File: config.mk
export PLATFORM = sky130hd
export DESIGN_NAME = sff_formatter
export DESIGN_NICKNAME = d
export VERILOG_FILES = /design/src/inc/sff_pkg.sv /design/src/inc/sff_word_if.sv /design/src/logic/sff_pn_gen.sv /design/src/logic/sff_skid_buf.sv /design/src/logic/sff_formatter.sv
export VERILOG_INCLUDE_DIRS = /design/src /design/src/inc
export SDC_FILE = /design/constraint.sdc
export NUM_CORES = 1
export LEC_CHECK = 0
export BUFFER_PORTS_ARGS = -buffer_cell sky130_fd_sc_hd__buf_2
export CORE_MARGIN = 2
export CORE_UTILIZATION = 47
export CTS_BUF_LIST = sky130_fd_sc_hd__clkbuf_4
export CTS_CLUSTER_DIAMETER = 150
export CTS_CLUSTER_SIZE = 20
export DETAILED_ROUTE_END_ITERATION = 10
export PLACE_DENSITY = 0.72
export SYNTH_ARGS = -nofsm -noshare
export SYNTH_HDL_FRONTEND = slang
export SYNTH_SLANG_ARGS = --single-unit
File: constraint.sdc
create_clock -name core_clk -period 3.5 [get_ports core_clk]
set_clock_uncertainty 0.05 [all_clocks]
set_input_delay 0.175 -clock core_clk [delete_from_list [all_inputs] [get_ports core_clk]]
set_output_delay 0.175 -clock core_clk [all_outputs]
set_load 0.03 [all_outputs]
File: src/inc/sff_defines.svh
// Timing counts, levels and field constants of the fiducial formatter
`ifndef SFF_DEFINES_SVH
`define SFF_DEFINES_SVH

// ****************************************************************
// Word levels
// ****************************************************************
`define SFF_LEVEL_HI 8'hFF
`define SFF_LEVEL_LO 8'h00
`define SFF_LOW_NIBBLE 8'h0F

// ****************************************************************
// Marker timing, counted in word times and in runs
// ****************************************************************
`define SFF_MARK_DELAY 4'h2
`define SFF_MARK_RUN_LAST 6'h2F
`define SFF_MID_LAST_PHASE 2'h1
`define SFF_END_LAST_PHASE 2'h3

// ****************************************************************
// Line-length field
// ****************************************************************
`define SFF_LL_REP_LAST 3'h5
`define SFF_LL_BIT_LAST 5'h1F
`define SFF_LL_FRAMES 2'h2
`define SFF_NOM_SECOND 20'h2_758D
`define SFF_NOM_FIRST 20'h2_758C

// ****************************************************************
// Post-amble
// ****************************************************************
`define SFF_POST_FRAME_LAST 10'h3BF
`define SFF_FILL_SKIP 48

// ****************************************************************
// Pseudo-noise generators
// ****************************************************************
`define SFF_PN_WIDTH 15
`define SFF_PN_TAPS 15'h6000
`define SFF_ENC_SEED 15'h7FFF
`define SFF_FILL_SEED 15'h7FFF
`define SFF_SUB_SEED 15'h0001

`endif

File: src/inc/sff_pkg.sv
// Types shared by the fiducial formatter modules
package sff_pkg;

  // ****************************************************************
  // Slot kinds of an incoming word
  // ****************************************************************
  typedef enum logic [2:0] {
    SFF_SLOT_VIDEO = 3'h0,
    SFF_SLOT_MAJ_SYNC = 3'h1,
    SFF_SLOT_MNF_SYNC = 3'h2,
    SFF_SLOT_THERMAL = 3'h3,
    SFF_SLOT_PAYLOAD = 3'h4,
    SFF_SLOT_COUNTER = 3'h5,
    SFF_SLOT_UNUSED = 3'h6
  } sff_slot_t;

  // ****************************************************************
  // Marker sequencer states
  // ****************************************************************
  typedef enum logic [4:0] {
    SFF_ST_IDLE = 5'h01,
    SFF_ST_MID_WAIT = 5'h02,
    SFF_ST_MID_RUN = 5'h04,
    SFF_ST_END_WAIT = 5'h08,
    SFF_ST_END_RUN = 5'h10
  } sff_state_t;

endpackage : sff_pkg

File: src/inc/sff_word_if.sv
// Word stream carrier between formatter core and output buffer
`timescale 1ns/10ps
interface sff_word_if #(
  parameter int W = 8
);
  logic [W-1:0] data;
  logic valid;
  logic ready;
  modport src (output data, output valid, input ready);
  modport snk (input data, input valid, output ready);
endinterface : sff_word_if

File: src/logic/sff_pn_gen.sv
// Pseudo-noise generator delivering one word of bits per step
`timescale 1ns/10ps
`include "sff_defines.svh"
module sff_pn_gen #(
  parameter int W = `SFF_PN_WIDTH,
  parameter logic [W-1:0] TAPS = `SFF_PN_TAPS,
  parameter logic [W-1:0] SEED = `SFF_ENC_SEED,
  parameter int SKIP = 0,
  parameter int OW = 8
) (
  input wire logic core_clk,
  input wire logic reset_n,
  input wire logic restart,
  input wire logic step,
  output logic [OW-1:0] word
);

  // ****************************************************************
  // Shift helpers
  // ****************************************************************
  function automatic logic [W-1:0] sff_adv(input logic [W-1:0] s,
                                           input int n);
    logic [W-1:0] t;
    t = s;
    for (int i = 0; i < n; i++) begin
      t = {t[W-2:0], ^(t & TAPS)};
    end
    return t;
  endfunction : sff_adv

  // Skip is folded in at elaboration, so a restart costs no cycles
  localparam logic [W-1:0] LOAD = sff_adv(SEED, SKIP);

  logic [W-1:0] state_r;
  logic [W-1:0] state_nxt;
  logic [W-1:0] cur;

  // ****************************************************************
  // Next state and word bits
  // ****************************************************************
  always_comb begin
    logic [W-1:0] t;
    t = '0;
    cur = restart ? LOAD : state_r;
    t = cur;
    word = '0;
    for (int i = 0; i < OW; i++) begin
      word[OW-1-i] = t[W-1];
      t = {t[W-2:0], ^(t & TAPS)};
    end
    state_nxt = step ? t : state_r;
  end

  always_ff @(posedge core_clk or negedge reset_n) begin
    if (!reset_n) begin
      state_r <= LOAD;
    end else begin
      state_r <= state_nxt;
    end
  end

endmodule : sff_pn_gen

File: src/logic/sff_skid_buf.sv
// Two-entry buffer with registered output in front of the downlink
`timescale 1ns/10ps
module sff_skid_buf #(
  parameter int W = 8
) (
  input wire logic core_clk,
  input wire logic reset_n,
  sff_word_if.snk up,
  output logic [W-1:0] out_data,
  output logic out_valid,
  input wire logic out_ready
);

  logic main_v_r;
  logic main_v_nxt;
  logic [W-1:0] main_d_r;
  logic [W-1:0] main_d_nxt;
  logic skid_v_r;
  logic skid_v_nxt;
  logic [W-1:0] skid_d_r;
  logic [W-1:0] skid_d_nxt;
  logic push;
  logic room_r;

  // Ready comes from a flop, so no path from the downlink to the source
  assign up.ready = room_r;
  assign push = up.valid & ~skid_v_r;
  assign out_data = main_d_r;
  assign out_valid = main_v_r;

  always_comb begin
    main_v_nxt = main_v_r;
    main_d_nxt = main_d_r;
    skid_v_nxt = skid_v_r;
    skid_d_nxt = skid_d_r;
    if (!main_v_r || out_ready) begin
      if (skid_v_r) begin
        main_v_nxt = 1'b1;
        main_d_nxt = skid_d_r;
        skid_v_nxt = 1'b0;
      end else begin
        main_v_nxt = push;
        main_d_nxt = up.data;
      end
    end else if (push) begin
      skid_v_nxt = 1'b1;
      skid_d_nxt = up.data;
    end
  end

  always_ff @(posedge core_clk or negedge reset_n) begin
    if (!reset_n) begin
      main_v_r <= 1'b0;
      main_d_r <= '0;
      skid_v_r <= 1'b0;
      skid_d_r <= '0;
      room_r <= 1'b1;
    end else begin
      main_v_r <= main_v_nxt;
      main_d_r <= main_d_nxt;
      skid_v_r <= skid_v_nxt;
      skid_d_r <= skid_d_nxt;
      room_r <= ~skid_v_nxt;
    end
  end

endmodule : sff_skid_buf

File: src/logic/sff_formatter.sv
// Scan fiducial formatter: markers, line length, post-amble, encoding
//
// Summary of operation
// - Enabled mid-scan: 48 words 255, 48 words 0
// - Mid-scan starts two to nine words after center
// - Mid-scan displaces only video, at word boundaries
// - End-scan always: runs of 0,255,0,255, 48 each
// - End-scan starts two to nine words, video only
// - Markers and line-length words are encoded
// - Line length fills two frames after end-scan frame
// - 32 bits, each repeated six words, 192 total
// - Line length skips sync, thermal, processor, counter
// - Fields: second-half error, first-half error vs nominal
// - Sign plus 11 bits, MSB first, two's complement
// - Direction field all ones forward, zeros reverse
// - Post-amble from 960th frame until major sync
// - Post-amble keeps sync, thermal, payload, counter; fills video and spare
// - Inverted fill starts bit 49, restarts each frame
// - Encode: invert low four bits, XOR noise
// - Encoder noise reset and aligned each minor frame
// - Major and minor sync words bypass encoder
// - No instrument data: substitute maximal-length noise
`timescale 1ns/10ps
`include "sff_defines.svh"
module sff_formatter #(
  parameter int WW = 8,
  parameter int CW = 20,
  parameter int PNW = `SFF_PN_WIDTH,
  parameter logic [PNW-1:0] PN_TAPS = `SFF_PN_TAPS,
  parameter logic [PNW-1:0] ENC_SEED = `SFF_ENC_SEED,
  parameter logic [PNW-1:0] FILL_SEED = `SFF_FILL_SEED,
  parameter logic [PNW-1:0] SUB_SEED = `SFF_SUB_SEED
) (
  input wire logic core_clk,
  input wire logic reset_n,
  input wire logic [WW-1:0] in_word,
  input wire sff_pkg::sff_slot_t in_slot,
  input wire logic in_frame_start,
  input wire logic in_valid,
  output logic in_ready,
  input wire logic mid_scan_pulse,
  input wire logic end_scan_pulse,
  input wire logic mid_scan_enable,
  input wire logic substitute_mode,
  input wire logic [CW-1:0] second_half_count,
  input wire logic [CW-1:0] first_half_count,
  input wire logic sweep_forward,
  output logic [WW-1:0] out_word,
  output logic out_valid,
  input wire logic out_ready
);

  // ****************************************************************
  // Encoder
  // ****************************************************************
  function automatic logic [WW-1:0] sff_encode(input logic [WW-1:0] w,
                                               input logic [WW-1:0] pn);
    return (w ^ WW'(`SFF_LOW_NIBBLE)) ^ pn;
  endfunction : sff_encode

  function automatic logic [WW-1:0] sff_level(input logic hi);
    return hi ? WW'(`SFF_LEVEL_HI) : WW'(`SFF_LEVEL_LO);
  endfunction : sff_level

  // ****************************************************************
  // Pin synchronisers
  // ****************************************************************
  localparam int NP = 4;
  logic [NP-1:0] pin_raw;
  logic [NP-1:0] s1_r;
  logic [NP-1:0] s2_r;
  logic [NP-1:0] s3_r;
  logic [NP-1:0] filt_r;
  logic [NP-1:0] filt_nxt;
  logic [NP-1:0] filt_d_r;
  logic mid_evt;
  logic end_evt;
  logic mid_en;
  logic sub_on;

  assign pin_raw = {substitute_mode, mid_scan_enable, end_scan_pulse,
                    mid_scan_pulse};

  // A level counts only once the second and third stages agree
  always_comb begin
    filt_nxt = (filt_r & ~(s2_r ~^ s3_r)) | (s2_r & (s2_r ~^ s3_r));
  end

  always_ff @(posedge core_clk or negedge reset_n) begin
    if (!reset_n) begin
      s1_r <= '0;
      s2_r <= '0;
      s3_r <= '0;
      filt_r <= '0;
      filt_d_r <= '0;
    end else begin
      s1_r <= pin_raw;
      s2_r <= s1_r;
      s3_r <= s2_r;
      filt_r <= filt_nxt;
      filt_d_r <= filt_r;
    end
  end

  assign mid_evt = filt_r[0] & ~filt_d_r[0];
  assign end_evt = filt_r[1] & ~filt_d_r[1];
  assign mid_en = filt_r[2];
  assign sub_on = filt_r[3];

  // ****************************************************************
  // Word handshake and slot decode
  // ****************************************************************
  sff_word_if #(.W(WW)) core_if ();

  logic take;
  logic is_video;
  logic is_sync;
  logic is_fillable;
  logic frame_take;

  assign in_ready = core_if.ready;
  assign take = in_valid & core_if.ready;
  assign is_video = (in_slot == sff_pkg::SFF_SLOT_VIDEO);
  assign is_sync = (in_slot == sff_pkg::SFF_SLOT_MAJ_SYNC) ||
                   (in_slot == sff_pkg::SFF_SLOT_MNF_SYNC);
  // only video and spare words are filled
  assign is_fillable = is_video || (in_slot == sff_pkg::SFF_SLOT_UNUSED);
  assign frame_take = take & in_frame_start;

  // ****************************************************************
  // Noise generators
  // ****************************************************************
  logic [WW-1:0] enc_pn;
  logic [WW-1:0] fill_pn;
  logic [WW-1:0] sub_pn;

  // encoder noise restarts at each minor frame
  sff_pn_gen #(.W(PNW), .TAPS(PN_TAPS), .SEED(ENC_SEED), .SKIP(0),
               .OW(WW)) u_enc_pn (
    .core_clk(core_clk),
    .reset_n(reset_n),
    .restart(frame_take),
    .step(take),
    .word(enc_pn)
  );

  // fill starts at bit 49, restarts per frame
  sff_pn_gen #(.W(PNW), .TAPS(PN_TAPS), .SEED(FILL_SEED),
               .SKIP(`SFF_FILL_SKIP), .OW(WW)) u_fill_pn (
    .core_clk(core_clk),
    .reset_n(reset_n),
    .restart(frame_take),
    .step(take),
    .word(fill_pn)
  );

  sff_pn_gen #(.W(PNW), .TAPS(PN_TAPS), .SEED(SUB_SEED), .SKIP(0),
               .OW(WW)) u_sub_pn (
    .core_clk(core_clk),
    .reset_n(reset_n),
    .restart(1'b0),
    .step(take),
    .word(sub_pn)
  );

  // ****************************************************************
  // Marker sequencer
  // ****************************************************************
  sff_pkg::sff_state_t st_r;
  sff_pkg::sff_state_t st_nxt;
  logic [3:0] dly_r;
  logic [3:0] dly_nxt;
  logic [5:0] run_r;
  logic [5:0] run_nxt;
  logic [1:0] phase_r;
  logic [1:0] phase_nxt;
  logic mark_sel;
  logic mark_hi;
  logic end_done;
  logic is_end;

  assign is_end = (st_r == sff_pkg::SFF_ST_END_WAIT) ||
                  (st_r == sff_pkg::SFF_ST_END_RUN);

  // marker lands only on video words
  always_comb begin
    mark_sel = 1'b0;
    case (st_r)
      sff_pkg::SFF_ST_MID_WAIT,
      sff_pkg::SFF_ST_END_WAIT: begin
        mark_sel = in_valid & is_video & (dly_r == 4'h0);
      end
      sff_pkg::SFF_ST_MID_RUN,
      sff_pkg::SFF_ST_END_RUN: begin
        mark_sel = in_valid & is_video;
      end
      default: begin
        mark_sel = 1'b0;
      end
    endcase
  end

  // mid: white then black; end: black, white, black, white
  assign mark_hi = is_end ? phase_r[0] : ~phase_r[0];

  always_comb begin
    st_nxt = st_r;
    dly_nxt = dly_r;
    run_nxt = run_r;
    phase_nxt = phase_r;
    end_done = 1'b0;
    if (take && dly_r != 4'h0) begin
      dly_nxt = dly_r - 4'h1;
    end
    if (take && mark_sel) begin
      run_nxt = run_r + 6'h01;
      if (st_r == sff_pkg::SFF_ST_MID_WAIT) begin
        st_nxt = sff_pkg::SFF_ST_MID_RUN;
      end
      if (st_r == sff_pkg::SFF_ST_END_WAIT) begin
        st_nxt = sff_pkg::SFF_ST_END_RUN;
      end
      if (run_r == `SFF_MARK_RUN_LAST) begin
        run_nxt = 6'h00;
        phase_nxt = phase_r + 2'h1;
        if (is_end && phase_r == `SFF_END_LAST_PHASE) begin
          st_nxt = sff_pkg::SFF_ST_IDLE;
          end_done = 1'b1;
        end
        if (!is_end && phase_r == `SFF_MID_LAST_PHASE) begin
          st_nxt = sff_pkg::SFF_ST_IDLE;
        end
      end
    end
    // end marker always wins and waits the same delay as mid-scan
    if (end_evt) begin
      st_nxt = sff_pkg::SFF_ST_END_WAIT;
      dly_nxt = `SFF_MARK_DELAY;
      run_nxt = 6'h00;
      phase_nxt = 2'h0;
    // armed on center only when enabled
    end else if (mid_evt && mid_en && st_r == sff_pkg::SFF_ST_IDLE) begin
      st_nxt = sff_pkg::SFF_ST_MID_WAIT;
      dly_nxt = `SFF_MARK_DELAY;
      run_nxt = 6'h00;
      phase_nxt = 2'h0;
    end
  end

  always_ff @(posedge core_clk or negedge reset_n) begin
    if (!reset_n) begin
      st_r <= sff_pkg::SFF_ST_IDLE;
      dly_r <= 4'h0;
      run_r <= 6'h00;
      phase_r <= 2'h0;
    end else begin
      st_r <= st_nxt;
      dly_r <= dly_nxt;
      run_r <= run_nxt;
      phase_r <= phase_nxt;
    end
  end

  // ****************************************************************
  // Line-length field
  // ****************************************************************
  logic ll_pend_r;
  logic ll_pend_nxt;
  logic [1:0] ll_frames_r;
  logic [1:0] ll_frames_nxt;
  logic [4:0] ll_bit_r;
  logic [4:0] ll_bit_nxt;
  logic [2:0] ll_rep_r;
  logic [2:0] ll_rep_nxt;
  logic [31:0] ll_sh_r;
  logic [31:0] ll_sh_nxt;
  logic [CW-1:0] err_second;
  logic [CW-1:0] err_first;
  logic ll_sel;

  // errors against nominal; 12-bit two's complement
  assign err_second = second_half_count - `SFF_NOM_SECOND;
  assign err_first = first_half_count - `SFF_NOM_FIRST;
  // video slots only, markers keep precedence
  assign ll_sel = in_valid & is_video & ~mark_sel & (ll_frames_r != 2'h0);

  always_comb begin
    ll_pend_nxt = ll_pend_r;
    ll_frames_nxt = ll_frames_r;
    ll_bit_nxt = ll_bit_r;
    ll_rep_nxt = ll_rep_r;
    ll_sh_nxt = ll_sh_r;
    // the frame after the one that ends the marker opens it
    if (frame_take) begin
      if (ll_pend_r) begin
        ll_pend_nxt = 1'b0;
        ll_frames_nxt = `SFF_LL_FRAMES;
      end else if (ll_frames_r != 2'h0) begin
        ll_frames_nxt = ll_frames_r - 2'h1;
      end
    end
    // six words per bit, MSB first
    if (take && ll_sel) begin
      ll_rep_nxt = ll_rep_r + 3'h1;
      if (ll_rep_r == `SFF_LL_REP_LAST) begin
        ll_rep_nxt = 3'h0;
        ll_bit_nxt = ll_bit_r + 5'h01;
        ll_sh_nxt = {ll_sh_r[30:0], 1'b0};
        if (ll_bit_r == `SFF_LL_BIT_LAST) begin
          ll_frames_nxt = 2'h0;
        end
      end
    end
    if (end_done) begin
      ll_pend_nxt = 1'b1;
      ll_frames_nxt = 2'h0;
      ll_bit_nxt = 5'h00;
      ll_rep_nxt = 3'h0;
      ll_sh_nxt = {err_second[11:0], err_first[11:0],
                   {8{sweep_forward}}};
    end
  end

  always_ff @(posedge core_clk or negedge reset_n) begin
    if (!reset_n) begin
      ll_pend_r <= 1'b0;
      ll_frames_r <= 2'h0;
      ll_bit_r <= 5'h00;
      ll_rep_r <= 3'h0;
      ll_sh_r <= 32'h0000_0000;
    end else begin
      ll_pend_r <= ll_pend_nxt;
      ll_frames_r <= ll_frames_nxt;
      ll_bit_r <= ll_bit_nxt;
      ll_rep_r <= ll_rep_nxt;
      ll_sh_r <= ll_sh_nxt;
    end
  end

  // ****************************************************************
  // Post-amble
  // ****************************************************************
  logic post_arm_r;
  logic post_arm_nxt;
  logic post_on_r;
  logic post_on_nxt;
  logic [9:0] post_cnt_r;
  logic [9:0] post_cnt_nxt;
  logic fill_sel;

  assign fill_sel = post_on_r & is_fillable & ~mark_sel & ~ll_sel;

  always_comb begin
    post_arm_nxt = post_arm_r;
    post_on_nxt = post_on_r;
    post_cnt_nxt = post_cnt_r;
    // opens on the 960th frame start after the end marker
    if (frame_take && post_arm_r) begin
      if (post_cnt_r == `SFF_POST_FRAME_LAST) begin
        post_on_nxt = 1'b1;
        post_arm_nxt = 1'b0;
      end else begin
        post_cnt_nxt = post_cnt_r + 10'h001;
      end
    end
    // closed by a major sync word, on its boundary
    if (take && in_slot == sff_pkg::SFF_SLOT_MAJ_SYNC) begin
      post_on_nxt = 1'b0;
    end
    if (end_done) begin
      post_arm_nxt = 1'b1;
      post_on_nxt = 1'b0;
      post_cnt_nxt = 10'h000;
    end
  end

  always_ff @(posedge core_clk or negedge reset_n) begin
    if (!reset_n) begin
      post_arm_r <= 1'b0;
      post_on_r <= 1'b0;
      post_cnt_r <= 10'h000;
    end else begin
      post_arm_r <= post_arm_nxt;
      post_on_r <= post_on_nxt;
      post_cnt_r <= post_cnt_nxt;
    end
  end

  // ****************************************************************
  // Output word select
  // ****************************************************************
  always_comb begin
    core_if.valid = in_valid;
    // substitute noise replaces the whole stream
    if (sub_on) begin
      core_if.data = sub_pn;
    end else if (is_sync) begin
      core_if.data = in_word;
    end else if (mark_sel) begin
      core_if.data = sff_encode(sff_level(mark_hi), enc_pn);
    end else if (ll_sel) begin
      core_if.data = sff_encode(sff_level(ll_sh_r[31]), enc_pn);
    end else if (fill_sel) begin
      core_if.data = ~fill_pn;
    end else begin
      core_if.data = in_word;
    end
  end

  // Receiver stalls back up to in_ready, no word is lost
  sff_skid_buf #(.W(WW)) u_buf (
    .core_clk(core_clk),
    .reset_n(reset_n),
    .up(core_if.snk),
    .out_data(out_word),
    .out_valid(out_valid),
    .out_ready(out_ready)
  );

endmodule : sff_formatter

==> impl_metrics.env <==
export IMPL_report_final_hold_viol_count=0
export IMPL_worst_setup_hold_path_clk_slew_ns=0.13
export IMPL_worst_r2r_startpoint="dly_r[0]$_DFFE_PN0P_"
export IMPL_worstSetupPathType="reg -> reg"
export IMPL_static_power_due_to_leakage_nw=4.28
export IMPL_totalNegativeSetupSlack_ns=0
export IMPL_yosys_most_used_dff="sky130_fd_sc_hd__dfrtp_1"
export IMPL_setup_violations_final=0
export IMPL_finish_utilization=0.556
export IMPL_bufs_on_longest_clock_path=2
export IMPL_die_w_um=133
export IMPL_finalWirelength_um=17000
export IMPL_cap_violations=0
export IMPL_grt_setup_unrepaired="false"
export IMPL_ys_async_sr_fraction=1.00
export IMPL_synth_cells=801
export IMPL_first_pass_grt_wire_length_um=29000
export IMPL_final_cell_mix="sky130_fd_sc_hd__nand2_1, sky130_fd_sc_hd__dfrtp_1, sky130_fd_sc_hd__o21ai_0, sky130_fd_sc_hd__buf_2, sky130_fd_sc_hd__dlygate4sd3_1"
export IMPL_grt_antenna_before_repair=1
export IMPL_routed_via_density=5.41
export IMPL_synth_top_cells_by_area="sky130_fd_sc_hd__dfrtp_1, sky130_fd_sc_hd__nand2_1, sky130_fd_sc_hd__dfstp_2"
export IMPL_synth_net_count=871
export IMPL_clock_tree_from_tritoncts="done"
export IMPL_initial_core_utilization=0.477
export IMPL_fin_worst_hold_slack_ns=0.0545
export IMPL_yosys_warnings=0
export IMPL_clock_latency_ns=0.57
export IMPL_fp_dieH_um=133
export IMPL_p_per_area_nw_per_um2=448
export IMPL_drt_antenna_violating_nets=0
export IMPL_max_clock_freq_mhz=323
export IMPL_hold_path_class="in -> reg"
export IMPL_hpwl_um=10800
export IMPL_port_buffers=54
export IMPL_floorplan_die_area_um2=17800
export IMPL_synth_seq_cells=154
export IMPL_vias=6100
export IMPL_mostFrequentLayoutCell="sky130_fd_sc_hd__nand2_1"
export IMPL_status="finished, final reports clean"
export IMPL_final_net_count=963
export IMPL_synthDominantAreaCellType="sky130_fd_sc_hd__dfrtp_1"
export IMPL_worst_r2r_setup_slack_ns=0.40
export IMPL_power_mw=4.10
export IMPL_worstReg2RegEnd="post_on_r$_DFFE_PN0P_"
export IMPL_start_kind="flip-flop"
export IMPL_r2r_cells=9
export IMPL_hp_start="in_word[4]"
export IMPL_global_route_usage_total=0.203
export IMPL_hold_end="u_buf.skid_d_r[4]$_DFFE_PN0P_"
export IMPL_timing_critical_path_arrival_ns=3.51
export IMPL_worst_slew_margin_rel=0.381
export IMPL_number_of_cts_inserted_buffers=17
export IMPL_maximum_number_of_pins_on_one_net_before_global_route_repair=82
export IMPL_io_pins=71
export IMPL_remaining_drc_errors=0
export IMPL_grt_overflow_total=0
export IMPL_period_share=0.884
export IMPL_worst_path_max_fanout=21
export IMPL_maximum_level_of_the_cts_h_tree=4
export IMPL_synth_enable_flop_cells=0
export IMPL_grt_pass1_vias=5974
export IMPL_placeableCoreArea_um2=16500
export IMPL_finalWeightedCongestion=0.837
export IMPL_timing_worst_slew_pin_value_ns=0.905
export IMPL_synth_top_area_frac=0.427
export IMPL_min_path_cells=3
export IMPL_timing_critical_path_to_type="flip-flop"
export IMPL_cts_resized=0
export IMPL_min_period_ns=3.10
export IMPL_cts_root_buf="sky130_fd_sc_hd__clkbuf_4"
export IMPL_final_max_slew_viol_count=0
export IMPL_std_cell_rows=47
export IMPL_share_of_post_route_cells_with_drive_strength_above_1=0.145
export IMPL_synthesis_area_per_instance_um2=9.81
export IMPL_detail_route_first_pass_iterations=4
export IMPL_timing_critical_path_required_ns=3.91
export IMPL_clkSinkCount=154
export IMPL_drt_iter0_drc=446
export IMPL_post_cts_setup_buffers=0
export IMPL_synth_cell_area_um2=7860
export IMPL_synth_lib_cells_used_distinct=66
export IMPL_ir_worst_vdd_v=0.000277
export IMPL_area_delta_synth_final_pct=16.6
export IMPL_yosysSeqAreaShare=0.494
export IMPL_post_drt_wl_per_cell_um=15.1
## stage by stage
step                      instance area (µm²)  worst slack (ns)  cells
after floorplan                          7860              1.18    801
after global routing                     9160             0.152   1128
after detailed placement                 8290             0.839   1043
after global placement                   8290             0.894   1043
after CTS                                9160             0.367   1126
final                                    9160             0.405   1128
## metal layers
metal,part of all wire,global-route usage,vias up
li1,-,-,2998
met1,0.47,0.278,2962
met2,0.48,0.326,120
met3,0.035,0.0438,20
met4,0.015,0.0585,0
met5,0,0,-
## layout make-up
| cell class | instances | area (µm²) |
|---|---|---|
| Antenna cell | 2 | 5.00 |
| Clock buffer | 18 | 135 |
| Clock inverter | 14 | 220 |
| Fill cell | 1449 | 7310 |
| Inverter | 9 | 33.8 |
| Multi-Input combinational cell | 596 | 3740 |
| Sequential cell | 154 | 3880 |
| Tap cell | 220 | 275 |
| Timing Repair Buffer | 115 | 875 |
## sequential cells by signal, summed over array words and instances (netlist names), 2 cells and up, named ones only
| name | count |
|---|---|
| ll_rep_r | 3 |
| u_buf.skid_d_r | 8 |
| run_r | 6 |
| u_enc_pn.state_r | 15 |
| ll_bit_r | 5 |
| s2_r | 4 |
| dly_r | 4 |
| s1_r | 4 |
| s3_r | 4 |
| ll_sh_r | 32 |
| post_cnt_r | 10 |
| filt_d_r | 2 |
| phase_r | 2 |
| u_buf.out_data | 8 |
| u_sub_pn.state_r | 15 |
| ll_frames_r | 2 |
| u_fill_pn.state_r | 15 |
| st_r | 5 |
## cell families (layout without fill, tap and decap cells)
family,after synthesis,count (layout),share of synthesized area
adder cells (fa/ha/maj),13,13,0.0194
buffers and inverters,51,156,0.0307
other,0,2,0
multiplexers,39,39,0.0497
AO/OA/AOI/OAI,184,184,0.144
XOR/XNOR,75,75,0.0836
AND/OR/NAND/NOR,285,285,0.179
flip-flops,154,154,0.494
## timing repair
action	CTS	global route
endpoints found under the setup margin	0	0
hold endpoints to repair	129	0
hold buffers	51	0
## worst max path at each step
stage | startpoint | to | slack [ns]
floorplan | dly_r[0]$_DFFE_PN0P_ | u_buf.out_data[4]$_DFFE_PN0N_ | 1.18
global placement | dly_r[0]$_DFFE_PN0P_ | ll_sh_r[31]$_DFFE_PN0P_ | 0.89
detailed placement | dly_r[0]$_DFFE_PN0P_ | ll_sh_r[27]$_DFFE_PN0P_ | 0.84
CTS | dly_r[0]$_DFFE_PN0P_ | post_on_r$_DFFE_PN0P_ | 0.37
global route | dly_r[0]$_DFFE_PN0P_ | post_on_r$_DFFE_PN0P_ | 0.15
finish | dly_r[0]$_DFFE_PN0P_ | post_on_r$_DFFE_PN0P_ | 0.40
## worst max-delay path: stages (launching register included)
cell	delay, ns
sky130_fd_sc_hd__dfrtp_1	0.38
sky130_fd_sc_hd__inv_1	0.10
sky130_fd_sc_hd__ha_1	0.24
sky130_fd_sc_hd__nor3b_1	0.26
sky130_fd_sc_hd__nand4b_1	0.22
sky130_fd_sc_hd__and2_1	0.31
sky130_fd_sc_hd__nor4_4	0.44
sky130_fd_sc_hd__buf_4	0.33
sky130_fd_sc_hd__a311oi_1	0.07
sky130_fd_sc_hd__dlygate4sd3_1	0.57
## Yosys cell counts (3+ instances only)
| cell | count |
|---|---|
| sky130_fd_sc_hd__nand2_1 | 142 |
| sky130_fd_sc_hd__dfrtp_1 | 134 |
| sky130_fd_sc_hd__o21ai_0 | 76 |
| sky130_fd_sc_hd__xnor2_1 | 50 |
| sky130_fd_sc_hd__nor2_1 | 44 |
| sky130_fd_sc_hd__mux2i_1 | 39 |
| sky130_fd_sc_hd__a21oi_1 | 28 |
| sky130_fd_sc_hd__xor2_1 | 25 |
| sky130_fd_sc_hd__clkbuf_1 | 23 |
| sky130_fd_sc_hd__dfstp_2 | 20 |
| sky130_fd_sc_hd__o31ai_1 | 16 |
| sky130_fd_sc_hd__nand3_1 | 15 |
| sky130_fd_sc_hd__buf_2 | 12 |
| sky130_fd_sc_hd__a31oi_1 | 11 |
| sky130_fd_sc_hd__nor3_1 | 11 |
| sky130_fd_sc_hd__ha_1 | 9 |
| sky130_fd_sc_hd__inv_1 | 9 |
| sky130_fd_sc_hd__nand3b_1 | 8 |
| sky130_fd_sc_hd__and2_1 | 7 |
| sky130_fd_sc_hd__and3_1 | 7 |
| sky130_fd_sc_hd__nor2b_1 | 7 |
| sky130_fd_sc_hd__o211ai_1 | 7 |
| sky130_fd_sc_hd__a211oi_1 | 6 |
| sky130_fd_sc_hd__a21o_1 | 6 |
| sky130_fd_sc_hd__a221oi_1 | 6 |
| sky130_fd_sc_hd__nand2b_1 | 6 |
| sky130_fd_sc_hd__o22ai_1 | 6 |
| sky130_fd_sc_hd__or3_1 | 6 |
| sky130_fd_sc_hd__nand4_1 | 5 |
| sky130_fd_sc_hd__maj3_1 | 4 |
| sky130_fd_sc_hd__a21boi_0 | 3 |
| sky130_fd_sc_hd__a311oi_1 | 3 |
| sky130_fd_sc_hd__buf_4 | 3 |
| sky130_fd_sc_hd__buf_6 | 3 |
| sky130_fd_sc_hd__nor3b_1 | 3 |
| sky130_fd_sc_hd__or2_2 | 3 |
| sky130_fd_sc_hd__or4_1 | 3 |
## report_power, final
part           switching (mW)  internal, mW
sequential              0.130          1.95
combinational           0.397         0.312
clock                   0.659         0.651
Power figures use the tool's default switching activity.
